--- src/rtl/io_ports_consts.vh ---
// Register offsets, reset values and field positions of the I/O ports
`ifndef IO_PORTS_CONSTS_VH
`define IO_PORTS_CONSTS_VH
`define OFS_FIRST_DATA 8'h05
`define OFS_SECOND_DATA 8'h06
`define OFS_OPTION 8'h81
`define OFS_FIRST_DIR 8'h85
`define OFS_SECOND_DIR 8'h86
`define OFS_ANALOG_CFG 8'h9F
`define OFS_FIRST_SET 8'hA0
`define OFS_FIRST_CLR 8'hA1
`define OFS_SECOND_SET 8'hA2
`define OFS_SECOND_CLR 8'hA3
`define OFS_IRQ_STATUS 8'hA4
`define OFS_IRQ_MASK 8'hA5
`define RST_OPTION 8'hFF
`define RST_FIRST_DIR 6'h3F
`define RST_SECOND_DIR 8'hFF
`define RST_ANALOG_CFG 3'h0
`define RST_IRQ 2'h0
`define OPT_PULLUP_BIT 7
`define OPT_EDGE_BIT 6
`define IRQ_EXT_BIT 0
`define IRQ_CHANGE_BIT 1
`define TIMER_CLK_BIT 4
`define SERIAL_SEL_BIT 5
`endif

--- src/rtl/dual_io_ports.v ---
// Two general-purpose I/O ports with alternate pin functions
// Operation
// Six-bit first port, direction one means input
// Data read returns pins, write loads latch
// Port writes merge sampled pins into latch
// Enabled peripheral takes over its shared pin
// First port bit 4 timer clock, open-drain
// First port bit 5 serial select input
// Three config bits pick analog or digital
// Analog pins after reset, digital read zero
// Software keeps direction set on analog pins
// Software keeps config zero without converter
// First direction resets to all ones
// First data reset: bit5 kept, 3:0 cleared
// Second direction all ones, latch kept
// Second port weak pull-ups under option bit7
// Second port bits 7:4 interrupt on change
// Second port bit 0 external interrupt input
// Bits 6 and 7 serial programming clock, data
// Pull-up off while pin is an output
`include "io_ports_consts.vh"
module dual_io_ports
#(
    parameter HAS_ANALOG = 1
)
(
    input wire mclk_in,
    input wire rst_in,
    input wire por_in,
    input wire [7:0] addr_in,
    input wire [7:0] wdata_in,
    input wire wr_in,
    input wire rd_in,
    output reg [7:0] rdata_out,
    input wire [5:0] first_pins_in,
    output wire [5:0] first_pins_out,
    output wire [5:0] first_pins_oe_out,
    input wire [7:0] second_pins_in,
    output wire [7:0] second_pins_out,
    output wire [7:0] second_pins_oe_out,
    output wire [7:0] pullup_en_out,
    input wire serial_select_en_in,
    output wire serial_select_out,
    output wire timer_clock_out,
    output wire [5:0] analog_sel_out,
    input wire prog_mode_in,
    output wire prog_clock_out,
    output wire prog_data_out,
    output wire irq_out
);
    wire [5:0] first_sync_q;
    wire [7:0] second_sync_q;
    reg [7:0] second_prev_q;
    reg [3:0] first_low_q;
    reg [1:0] first_high_q;
    reg [7:0] second_latch_q;
    reg [5:0] first_dir_q;
    reg [7:0] second_dir_q;
    reg [7:0] option_q;
    reg [2:0] analog_cfg_q;
    reg [1:0] irq_status_q;
    reg [1:0] irq_mask_q;
    reg [5:0] analog_mask;
    reg [5:0] first_latch_d;
    reg [7:0] second_latch_d;
    reg [1:0] irq_status_d;
    reg [7:0] rdata_d;
    wire [5:0] first_latch;
    wire [5:0] first_read;
    wire [5:0] first_drive;
    wire [7:0] second_drive;
    wire ext_edge;
    wire change_hit;
    wire [1:0] irq_events;

    assign first_latch = {first_high_q, first_low_q};

    // Pins come from outside the clock domain
    pin_sync
    #(
        .WIDTH(6)
    )
    i_first_sync
    (
        .mclk_in(mclk_in),
        .rst_in(rst_in),
        .pins_in(first_pins_in),
        .sync_out(first_sync_q)
    );

    // Second port pins, same two stages
    pin_sync
    #(
        .WIDTH(8)
    )
    i_second_sync
    (
        .mclk_in(mclk_in),
        .rst_in(rst_in),
        .pins_in(second_pins_in),
        .sync_out(second_sync_q)
    );

    // Previous synced level for edge and change detection
    always @(posedge mclk_in or posedge rst_in)
    begin
        if (rst_in)
            second_prev_q <= 8'h00;
        else
            second_prev_q <= second_sync_q;
    end

    // Digital role per pin; reset config makes analog pins analog
    always @*
    begin
        analog_mask = 6'h00;
        if (HAS_ANALOG != 0)
        begin
            case (analog_cfg_q)
                3'h0: analog_mask = 6'h2F;
                3'h1: analog_mask = 6'h2F;
                3'h2: analog_mask = 6'h2F;
                3'h3: analog_mask = 6'h2B;
                3'h4: analog_mask = 6'h0B;
                3'h5: analog_mask = 6'h03;
                3'h6: analog_mask = 6'h00;
                3'h7: analog_mask = 6'h00;
                default: analog_mask = 6'h00;
            endcase
        end
    end
    assign analog_sel_out = analog_mask;

    // Analog pins read zero on data reads and set/clear merges; serial select still sees the pin
    assign first_read = first_sync_q & ~analog_mask;

    // Driver enable: direction zero drives the latch
    assign first_drive = ~first_dir_q;
    assign first_pins_out = {first_latch[5], 1'b0, first_latch[3:0]};
    // Bit 4 only ever pulls low
    assign first_pins_oe_out[3:0] = first_drive[3:0];
    assign first_pins_oe_out[`TIMER_CLK_BIT] =
        first_drive[`TIMER_CLK_BIT] & ~first_latch[`TIMER_CLK_BIT];
    // Select pin belongs to the serial unit while enabled
    assign first_pins_oe_out[`SERIAL_SEL_BIT] =
        first_drive[`SERIAL_SEL_BIT] & ~serial_select_en_in;
    assign serial_select_out =
        serial_select_en_in & first_sync_q[`SERIAL_SEL_BIT];
    assign timer_clock_out = first_sync_q[`TIMER_CLK_BIT];

    // Programming mode takes bits 6 and 7 away from the port
    assign second_drive = prog_mode_in ?
        (~second_dir_q & 8'h3F) : ~second_dir_q;
    assign second_pins_out = second_latch_q;
    assign second_pins_oe_out = second_drive;
    assign prog_clock_out = prog_mode_in & second_sync_q[6];
    assign prog_data_out = prog_mode_in & second_sync_q[7];

    // Pull-up bit is active low; outputs never pull up
    assign pullup_en_out = {8{~option_q[`OPT_PULLUP_BIT]}}
        & second_dir_q;

    // Edge polarity chosen by option bit 6
    assign ext_edge = option_q[`OPT_EDGE_BIT] ?
        (second_sync_q[0] & ~second_prev_q[0]) :
        (~second_sync_q[0] & second_prev_q[0]);
    // Only input pins report a change
    assign change_hit = |((second_sync_q[7:4] ^ second_prev_q[7:4])
        & second_dir_q[7:4]);
    assign irq_events[`IRQ_EXT_BIT] = ext_edge;
    assign irq_events[`IRQ_CHANGE_BIT] = change_hit;

    // Next latch values; set and clear writes start from sampled pins, data writes load wdata_in
    always @*
    begin
        first_latch_d = first_latch;
        second_latch_d = second_latch_q;
        if (wr_in)
        begin
            case (addr_in)
                `OFS_FIRST_DATA: first_latch_d = wdata_in[5:0];
                `OFS_SECOND_DATA: second_latch_d = wdata_in;
                `OFS_FIRST_SET:
                    first_latch_d = first_read | wdata_in[5:0];
                `OFS_FIRST_CLR:
                    first_latch_d = first_read & ~wdata_in[5:0];
                `OFS_SECOND_SET:
                    second_latch_d = second_sync_q | wdata_in;
                `OFS_SECOND_CLR:
                    second_latch_d = second_sync_q & ~wdata_in;
                default:
                begin
                    first_latch_d = first_latch;
                    second_latch_d = second_latch_q;
                end
            endcase
        end
    end

    // Low latch bits clear on any reset
    always @(posedge mclk_in or posedge rst_in)
    begin
        if (rst_in)
            first_low_q <= 4'h0;
        else if (por_in)
            first_low_q <= 4'h0;
        else
            first_low_q <= first_latch_d[3:0];
    end

    // Kept across warm reset; only power-on clears them
    always @(posedge mclk_in)
    begin
        if (por_in)
            first_high_q <= 2'h0;
        else if (!rst_in)
            first_high_q <= first_latch_d[5:4];
    end

    // Second latch survives warm reset
    always @(posedge mclk_in)
    begin
        if (por_in)
            second_latch_q <= 8'h00;
        else if (!rst_in)
            second_latch_q <= second_latch_d;
    end

    // Set wins over a write-one clear in the same cycle
    always @*
    begin
        irq_status_d = irq_status_q;
        if (wr_in && addr_in == `OFS_IRQ_STATUS)
            irq_status_d = irq_status_q & ~wdata_in[1:0];
        irq_status_d = irq_status_d | irq_events;
    end

    // Directions reset to inputs on rst_in, not on por_in alone
    always @(posedge mclk_in or posedge rst_in)
    begin
        if (rst_in)
        begin
            first_dir_q <= `RST_FIRST_DIR;
            second_dir_q <= `RST_SECOND_DIR;
        end
        else if (wr_in)
        begin
            if (addr_in == `OFS_FIRST_DIR)
                first_dir_q <= wdata_in[5:0];
            if (addr_in == `OFS_SECOND_DIR)
                second_dir_q <= wdata_in;
        end
    end

    // Option register
    always @(posedge mclk_in or posedge rst_in)
    begin
        if (rst_in)
            option_q <= `RST_OPTION;
        else if (wr_in && addr_in == `OFS_OPTION)
            option_q <= wdata_in;
    end

    // Reset config leaves analog pins analog
    always @(posedge mclk_in or posedge rst_in)
    begin
        if (rst_in)
            analog_cfg_q <= `RST_ANALOG_CFG;
        else if (wr_in && addr_in == `OFS_ANALOG_CFG)
            analog_cfg_q <= wdata_in[2:0];
    end

    // Status flags
    always @(posedge mclk_in or posedge rst_in)
    begin
        if (rst_in)
            irq_status_q <= `RST_IRQ;
        else
            irq_status_q <= irq_status_d;
    end

    // Interrupt mask
    always @(posedge mclk_in or posedge rst_in)
    begin
        if (rst_in)
            irq_mask_q <= `RST_IRQ;
        else if (wr_in && addr_in == `OFS_IRQ_MASK)
            irq_mask_q <= wdata_in[1:0];
    end

    // Read mux; unmapped addresses read zero
    always @*
    begin
        rdata_d = 8'h00;
        case (addr_in)
            `OFS_FIRST_DATA: rdata_d = {2'h0, first_read};
            `OFS_SECOND_DATA: rdata_d = second_sync_q;
            `OFS_OPTION: rdata_d = option_q;
            `OFS_FIRST_DIR: rdata_d = {2'h0, first_dir_q};
            `OFS_SECOND_DIR: rdata_d = second_dir_q;
            `OFS_ANALOG_CFG: rdata_d = {5'h00, analog_cfg_q};
            `OFS_IRQ_STATUS: rdata_d = {6'h00, irq_status_q};
            `OFS_IRQ_MASK: rdata_d = {6'h00, irq_mask_q};
            default: rdata_d = 8'h00;
        endcase
    end

    always @(posedge mclk_in or posedge rst_in)
    begin
        if (rst_in)
            rdata_out <= 8'h00;
        else if (rd_in)
            rdata_out <= rdata_d;
        else
            rdata_out <= 8'h00;
    end

    assign irq_out = |(irq_status_q & irq_mask_q);
endmodule // dual_io_ports

// Two-stage synchroniser for pins
module pin_sync
#(
    parameter WIDTH = 8
)
(
    input wire mclk_in,
    input wire rst_in,
    input wire [WIDTH-1:0] pins_in,
    output reg [WIDTH-1:0] sync_out
);
    reg [WIDTH-1:0] meta_q;

    // Only the second stage is read by logic
    always @(posedge mclk_in or posedge rst_in)
    begin
        if (rst_in)
        begin
            meta_q <= {WIDTH{1'b0}};
            sync_out <= {WIDTH{1'b0}};
        end
        else
        begin
            meta_q <= pins_in;
            sync_out <= meta_q;
        end
    end
endmodule // pin_sync

--- config.mk ---
export PLATFORM = sky130hd
export DESIGN_NAME = dual_io_ports
export DESIGN_NICKNAME = d
export VERILOG_FILES = /design/src/rtl/dual_io_ports.v
export VERILOG_INCLUDE_DIRS = /design/src /design/src/rtl
export SDC_FILE = /design/constraint.sdc
export NUM_CORES = 1
export LEC_CHECK = 0
export CAP_MARGIN = 20
export CELL_PAD_IN_SITES_DETAIL_PLACEMENT = 1
export CELL_PAD_IN_SITES_GLOBAL_PLACEMENT = 1
export CORE_ASPECT_RATIO = 0.75
export CORE_UTILIZATION = 35
export DETAILED_ROUTE_END_ITERATION = 10
export DONT_BUFFER_PORTS = 1
export GPL_TIMING_DRIVEN = 0
export PLACE_DENSITY_LB_ADDON = 0.1
export SLEW_MARGIN = 0
export SYNTH_ARGS = -nofsm -noshare
export SYNTH_HDL_FRONTEND = slang
export SYNTH_SLANG_ARGS = --single-unit
--- constraint.sdc ---
create_clock -name mclk_in -period 3 [get_ports mclk_in]
set_input_delay 0.75 -clock mclk_in [delete_from_list [all_inputs] [get_ports mclk_in]]
set_output_delay 0.75 -clock mclk_in [all_outputs]
set_load 0.03 [all_outputs]
# --- Word level (Yosys, flattened, before mapping) ---
# Memory sizes are Yosys's and may differ from the RTL's.
# Cells that the tools add are included.
totals:
  output_inout_bits: 55
  mem_bits_ro: 40
  inputBits: 37
  reg_bits: 87
  mem_count: 1
op_classes:
  bitwise: 30
  eq_ne: 12
  n_reduce_logical: 15
  n_mux: 9
memory_table:
  columns: ["memory", "depth", "width", "read_ports", "rd_ports_with_merged_regs", "wr", "line_no", "source"]
  rows:
  - ["(name not given)", 8, 5, 1, 0, 0, "dual_io_ports.v:119", "case (analog_cfg_q)"]
op_table:
  columns: ["operator", "count"]
  rows:
  - ["8-bit == test, second input constant", 10]
  - ["8-bit one-hot mux with 8 select lines", 1]
  - ["8-bit one-hot mux with 3 select lines", 1]
  - ["6-bit NOT", 3]
  - ["6-bit one-hot mux with 3 select lines", 1]
  - ["8-bit AND", 2]
  - ["8-bit by 3-bit == test with 1-bit output, second input constant", 2]
  - ["8-bit 2-to-1 mux", 2]
  - ["8-bit NOT", 2]
  - ["6-bit AND", 2]
  - ["4-bit 2-to-1 mux", 2]
  - ["8-bit OR", 1]
  - ["1-bit AND", 7]
  - ["1-bit NOT", 6]
  - ["6-bit OR", 1]
  - ["2-bit AND reduction", 3]
  - ["3-bit AND reduction", 2]
  - ["3-bit nonzero test", 2]
  - ["2-bit AND", 2]
  - ["4-bit AND", 1]
  - ["1-bit logical AND", 4]
  - ["4-bit nonzero test", 1]
  - ["4-bit OR reduction", 1]
  - ["4-bit XOR", 1]
  - ["6 further kinds", 6]

# --- Longest topological paths before layout ---
# Gate-level depths: netlist of the first run.
# An unclocked memory read counts as a cell.
logic_depth:
  depth_word: 7
  mapped_depth: 8

# --- By module ---
# A second synthesis of the first run with hierarchy kept.
hier_totals:
  cells_unflattened: 341
  hier_area_um2: 3844.9
modules_own_cells:
  columns: ["module", "seq_area_each_um2", "cells_per_inst", "instances", "area_each_um2"]
  rows:
  - ["dual_io_ports", 1378.8, 311, 1, 3136.8]
  - ["pin_sync at i_second_sync", 400.4, 17, 1, 404.1]
  - ["pin_sync at i_first_sync", 300.3, 13, 1, 304.0]

# --- Least setup slack after synthesis of the first run ---
# No wires, ideal clock.
synth_path:
  kind: "input -> register"
  start: "input rst_in"
  end: "register second_latch_q[5], in the netlist second_pins_out[5]"
  path_buffers: 2
  path_slack_ns: -0.339
  required_ns: 2.909
  stages: 7
  arrival_ns: 3.248
  path_cell_list: "inv_1 > nand2_1 > o21ba_2 > buf_4 > buf_4 > nor2_1 > a311oi_1"
synth_via:
  elab_chain_cells: 2
synth_lines:
  columns: ["element", "line_no", "source"]
  rows:
  - ["from (decl)", "dual_io_ports.v:28", "input wire rst_in,"]
  - ["1-bit NOT (no line)", null, null]
  - ["3-bit AND reduction (no line)", null, null]
  - ["to (signal assigned)", "dual_io_ports.v:226", "second_latch_q <= second_latch_d;"]
  - ["to (decl)", "dual_io_ports.v:56", "reg [7:0] second_latch_q;"]
# Every way passes these cells.
# A chain may end at the register's enable or synchronous reset.

# --- Worst setup path in the final report of the first run ---
layout_path:
  start: "register option_q[7]"
  end: "output pullup_en_out[2]"
layout_via:
  elab_chain_cells: 2
layout_lines:
  columns: ["element", "line_no", "source"]
  rows:
  - ["from (decl)", "dual_io_ports.v:59", "reg [7:0] option_q;"]
  - ["from (signal assigned)", "dual_io_ports.v:259", "option_q <= `RST_OPTION;"]
  - ["from (signal assigned)", "dual_io_ports.v:261", "option_q <= wdata_in;"]
  - ["1-bit NOT", "dual_io_ports.v:160", "assign pullup_en_out = {8{~option_q[`OPT_PULLUP_BIT]}}"]
  - ["8-bit AND", "dual_io_ports.v:160", null]
  - ["to (decl)", "dual_io_ports.v:41", "output wire [7:0] pullup_en_out,"]
# Every way passes these cells.

==> metrics.txt, run 1 <==
count of cell types in the netlist 57; Port Buffers 0; total track usage 20.3%; initial antenna violation count 0; CTS H-tree lvls 3; crit path time final 2.48 ns; Slew Viols, Final 0; clock skew 0.00670 ns; DR vias 2536; top-area cell type share of the netlist area 36.5%; main combinational cell family by area after synthesis simple AND/OR/NAND/NOR gates; Simple-Gate Fraction of Synth Area 16.4%; Clock Pin Slew Worst Setup and Hold Paths 0.06 ns; crit path buf inv count 1; largest net degree at the start of global routing 30; Crit. End Element primary output; layout cells sized above 1 26.6%; total number of yosys warnings 0; synthesized-area fraction occupied by adder cells 0%; Primary FF master, synth dfrtp_1; DR WL/cell 22.3 µm; WS Path Type reg -> out; Seq cells post-synth 84; crit-path leading delay family buffers and inverters; Finished Core Util 41.6%; drt initial violations 111; measured slew at the worst slew-check pin 0.951 ns; worst skew pair latency 0.34 ns; Crit-path slowest cell clkbuf_1; total wire length 10200 µm; DRC 0; Worst slew margin 35.9%; CTS sink cnt 84; placed wire-length estimate 7340 µm; I/O Pins 92; cts hold-fix bufs 0; first-pass GRT wire length 15400 µm; Core Region 0.00977 mm²; Die ar. 0.0106 mm²; Initial Util 36.5%; CTS Buf Count 9; crit path max fanout 10; setup violators final 0; router iterations before antenna repair 5; Setup WS post-layout 0.524 ns; P&R area growth vs syn 14.0%; top cells by area, synth dfrtp_1 36%, dfstp_2 16%, mux2_2 8.2%; TNS Setup 0 ns; routability cong. 0.828; CTS tree done; Final #Nets 355; CP arrival 1.73 ns; CP peak stage delay 0.56 ns; final hold vios 0; mux contribution to synthesized area 8.80%; vias in the first global route 2571; Peak supply drop 0.430 mV; row count 31; Post-synth EDFFs 0; Mapped Cells 304; worst-case clock buffer depth 2; LEAKAGE 1.61 nW; DIE HEIGHT 89.4 µm; average vias per placed instance 5.57; compound-cell area share of the yosys netlist 11.6%; Mean Syn Cell Area 11.7 µm²; status complete, no violations; critical path required time 2.25 ns; Hold Path Class in -> async; setup bufs post-CTS 0; sequential area share after synthesis 58.3%; RSZ-0062 raised after global routing false; ys async rst share 88.1%; post_cts resized 0; PwrDens 595 mW/mm²; mapped cell area 0.00357 mm²; Die W 119 µm; diode count 0; Post-Place Worst Slack 0.233 ns; CP Cell Sequence clkbuf_1 > nor2_1; DRT antenna net count 0; post-synth top area cell dfrtp_1; Tot Pwr 2.42 mW; part of the cycle the worst path needs 82.5%; GRT overflow 0; xor/xnor share of the synthesized area 0.982%; Root Driver clkbuf_16; FMAX 404 MHz; startpoint types flip-flop; maxcap violations 0
-- placed cells by master (no fill, tap or decap), types with 4 or more instances in the layout --
cell type   n
a211oi_1    4
a21oi_1    12
a222oi_1    8
a22oi_1     4
a311oi_1    9
buf_4       7
clkbuf_1    6
clkbuf_16   9
dfrtp_1    52
dfstp_2    22
dfxtp_1    10
inv_1      11
mux2_2     26
nand2_1    23
nand3b_1    9
nor2_1     34
nor3_1      5
xor2_1      4
-- synthesized netlist by cell type (4+ instances only) --
cell and instances:
dfstp_2 22, buf_4 7, a222oi_1 8, inv_1 12, nor2_1 34, mux2_2 26
a21oi_1 12, a22oi_1 4, nand3b_1 9, dfxtp_1 10, nand2_1 23, dfrtp_1 52
xor2_1 4, clkbuf_1 5, a211oi_1 4, nor3_1 5, a311oi_1 9
-- power breakdown --
group | internal (mW) | total, mW | switching, mW | leakage (nW)
logic | 0.0506 | 0.165 | 0.114 | 0.526
clock network | 0.585 | 1.03 | 0.445 | 0.136
registers | 1.19 | 1.23 | 0.0387 | 0.947
total | 1.82 | 2.42 | 0.598 | 1.61
-- final cells by class --
type	count	area (µm²)
fillers	1078	5710
flip-flops and latches	84	2080
multi-input cells	193	1360
clock buffers	11	243
well taps	132	165
plain buffers	16	90.1
inverters	12	48.8
repair buffers	2	47.5
clock inverters	5	35.0
-- worst reg2reg max path, stage by stage (launching register included) --
cell and delay (ns):
dfrtp_1 0.47, a21oi_1 0.73, nor3b_1 0.15, a221oi_1 0.24, a21oi_1 0.12
-- registers in the layout (all words and copies together) (netlist names) --
signal and cells:
i_second_sync.meta_q 8, i_second_sync.sync_out 8, option_q 8, rdata_out 8, second_dir_q 8, second_pins_out 8, first_dir_q 6, i_first_sync.meta_q 6
i_first_sync.sync_out 6, second_prev_q 5, first_low_q 4, analog_cfg_q 3, first_high_q 2, irq_mask_q 2, irq_status_q 2
-- path summary, 6_finish.rpt --
path                                    startpoint                        end  slack, ns  depth (start not counted)
max reg2reg                        analog_cfg_q[1]               rdata_out[2]       1.14                          4
min in group mclk_in       i_second_sync.meta_q[6]  i_second_sync.sync_out[6]       0.35                          0
max                                    option_q[7]           pullup_en_out[2]       0.52                          2
min                                         rst_in     i_first_sync.meta_q[0]       0.33                          1
min reg2reg                i_second_sync.meta_q[6]  i_second_sync.sync_out[6]       0.35                          0
max in group asynchronous                   rst_in            second_dir_q[7]       1.87                          3
-- routing by layer --
metal | share of wire, % | GRT usage, % | vias up
met1 | 46 | 26.7 | 1302
met2 | 44 | 31.3 | 89
met4 | 1.4 | 6.79 | 0
met3 | 8.2 | 7.53 | 11
li1 | - | - | 1134
met5 | 0 | 0 | -
-- stage by stage --
stage	hold slack [ns]	instances	area, µm²
finish	0.334	455	4070
global route	0.345	455	4070
CTS	0.345	455	4070
detailed placement	0.336	439	3790
global placement	0.333	437	3740
floorplan	0.331	305	3580
-- cell families (layout without fill, tap and decap cells) --
| kind of cell | count (synthesis) | after routing |
|---|---|---|
| AND/OR/NAND/NOR | 105 | 105 |
| flip-flops | 84 | 84 |
| AO/OA/AOI/OAI | 54 | 54 |
| multiplexers | 28 | 28 |
| buffers and inverters | 28 | 46 |
| XOR/XNOR | 4 | 4 |
| other | 1 | 2 |
Note: power is estimated with default switching activity, not from simulation.
==> run 2, diff against run 1 <==
- clock period: 3 -> 2.6 ns (I/O delays scaled with it)
==> run 2 against run 1 <==
  * Register-to-register slack worse by 0.42 ns
  * Clock skew down 0.0030 ns
  * Wire length up 0.36%
  * First-iteration DRC count up 23%
  * Sequential power up 15%
  * Die area unchanged
  * Critical path type unchanged
  * Largest cell class unchanged
==> metrics.txt, run 2 (synthesis gave the netlist of run 1 again) <==
total wire length 10200 µm (+0.36%); setup bufs post-CTS 0 (unchanged); WS Path Type reg -> out; CP peak stage delay 0.56 ns (about the same); CP arrival 1.73 ns (about the same); Final #Nets 355 (unchanged); DR WL/cell 22.4 µm (+0.36%); CP Cell Sequence clkbuf_1 > nor2_1; layout cells sized above 1 26.9% (+0.31 points); Finished Core Util 41.9% (+0.29 points); vias in the first global route 2598 (+1.1%); total track usage 20.2% (-0.11 points); I/O Pins 92 (unchanged); GRT overflow 0 (unchanged); CTS tree done; Port Buffers 0 (unchanged); status complete, no violations; PwrDens 706 mW/mm² (+19%); Die W 119 µm (unchanged); Hold Path Class in -> async; routability cong. 0.819 (-1.0%); P&R area growth vs syn 14.8%; Worst slew margin 36.7% (+0.80 points); DIE HEIGHT 89.4 µm (unchanged); Crit. End Element primary output; post_cts resized 0 (unchanged); Initial Util 36.5% (unchanged); startpoint types flip-flop; commonest non-fill, non-tap cells in the layout 52 x dfrtp_1, 34 x nor2_1, 26 x mux2_2, 22 x nand2_1, 22 x dfstp_2; register area 0.00208 mm² (unchanged); RSZ-0062 raised after global routing false; worst skew pair latency 0.34 ns (about the same); Peak supply drop 0.417 mV (-3.1%); design area 0.00410 mm² (+0.71%); Slew Viols, Final 0 (unchanged); Die ar. 0.0106 mm² (unchanged); Root Driver clkbuf_16; LEAKAGE 1.61 nW (+0.32%); worst-case clock buffer depth 2 (unchanged); cts hold-fix bufs 0 (unchanged); crit path max fanout 10 (unchanged); CTS sink cnt 84 (unchanged); Core Region 0.00977 mm² (unchanged); crit path time final 2.38 ns; measured slew at the worst slew-check pin 0.939 ns (-0.0119 ns); placed wire-length estimate 7340 µm (about the same); setup violators final 0 (unchanged); Fillers 1069 (-0.83%); commonest non-fill, non-tap cell in the layout dfrtp_1; router iterations before antenna repair 5 (unchanged); DR vias 2538 (+0.079%); row count 31 (unchanged); final hold vios 0 (unchanged); DRT antenna net count 0 (unchanged); CTS H-tree lvls 3 (unchanged); R2R setup slack 0.72 ns (-0.42 ns); diode count 0 (unchanged); maxcap violations 0 (unchanged); dpl cell area 0.00379 mm² (+0.13%); FMAX 420 MHz; Hold Slack 0.235 ns (-0.0992 ns); first-pass GRT wire length 15400 µm (+0.14%); CTS Buf Count 9 (unchanged); part of the cycle the worst path needs 91.5%; Crit-path slowest cell clkbuf_1; largest net degree at the start of global routing 29 (-3.3%); Clock Pin Slew Worst Setup and Hold Paths 0.06 ns (about the same); drt initial violations 137 (+23%); critical path required time 1.95 ns (-0.30 ns); DRC 0 (unchanged); average vias per placed instance 5.58 (about the same); multi-input logic area 0.00137 mm² (+0.65%); clock skew 0.00370 ns (-0.00301 ns); initial antenna violation count 0 (unchanged)
## run 2: per-stage QoR
stage | worst slack, ns | std cells | setup TNS (ns) | total power [mW]
finish | 0.222 | 455 | 0 | 2.89
floorplan | 0.0199 | 305 | 0 | 1.57
CTS | 0.160 | 455 | 0 | 2.93
global placement | -0.531 | 437 | -4.67 | 1.62
detailed placement | 0.0302 | 439 | 0 | 1.63
global route | 0.122 | 455 | 0 | 3.00
## run 2: worst max-delay path, delay by kind of cell (launching register included)
kind	cells	cell delay [ns]
DFF	1	0.51
buffers and inverters	1	0.56
and+or+nand+nor	1	0.32
## run 2: final cells by class
cell class | instances | area share (%)
clock buffers | 11 | 5.93
inverters | 12 | 1.19
clock inverters | 5 | 1.44
plain buffers | 16 | 2.29
repair buffers | 2 | 0.978
well taps | 132 | 4.03
multi-input cells | 193 | 33.4
flip-flops and latches | 84 | 50.8
## run 2: layer usage
layer	track usage (%)	wire length (µm)
met1	27.0	4690
met2	31.3	4580
met3	7.08	826
met4	5.64	98
met5	0	0
## run 2: worst paths after layout
path / startpoint / depth (start not counted) / to
max: option_q[7] / 2 / pullup_en_out[2]
min reg2reg: i_first_sync.meta_q[5] / 0 / i_first_sync.sync_out[5]
min in group mclk_in: first_pins_in[0] / 0 / i_first_sync.meta_q[0]
min: rst_in / 1 / i_first_sync.meta_q[0]
max in group asynchronous: rst_in / 2 / option_q[7]
max reg2reg: analog_cfg_q[1] / 4 / rdata_out[2]
## run 2: where the power goes
group	internal [mW]	switching, mW	total, mW
sequential	1.37	0.0446	1.41
combinational	0.0575	0.132	0.189
clock	0.772	0.515	1.29
total	2.20	0.692	2.89
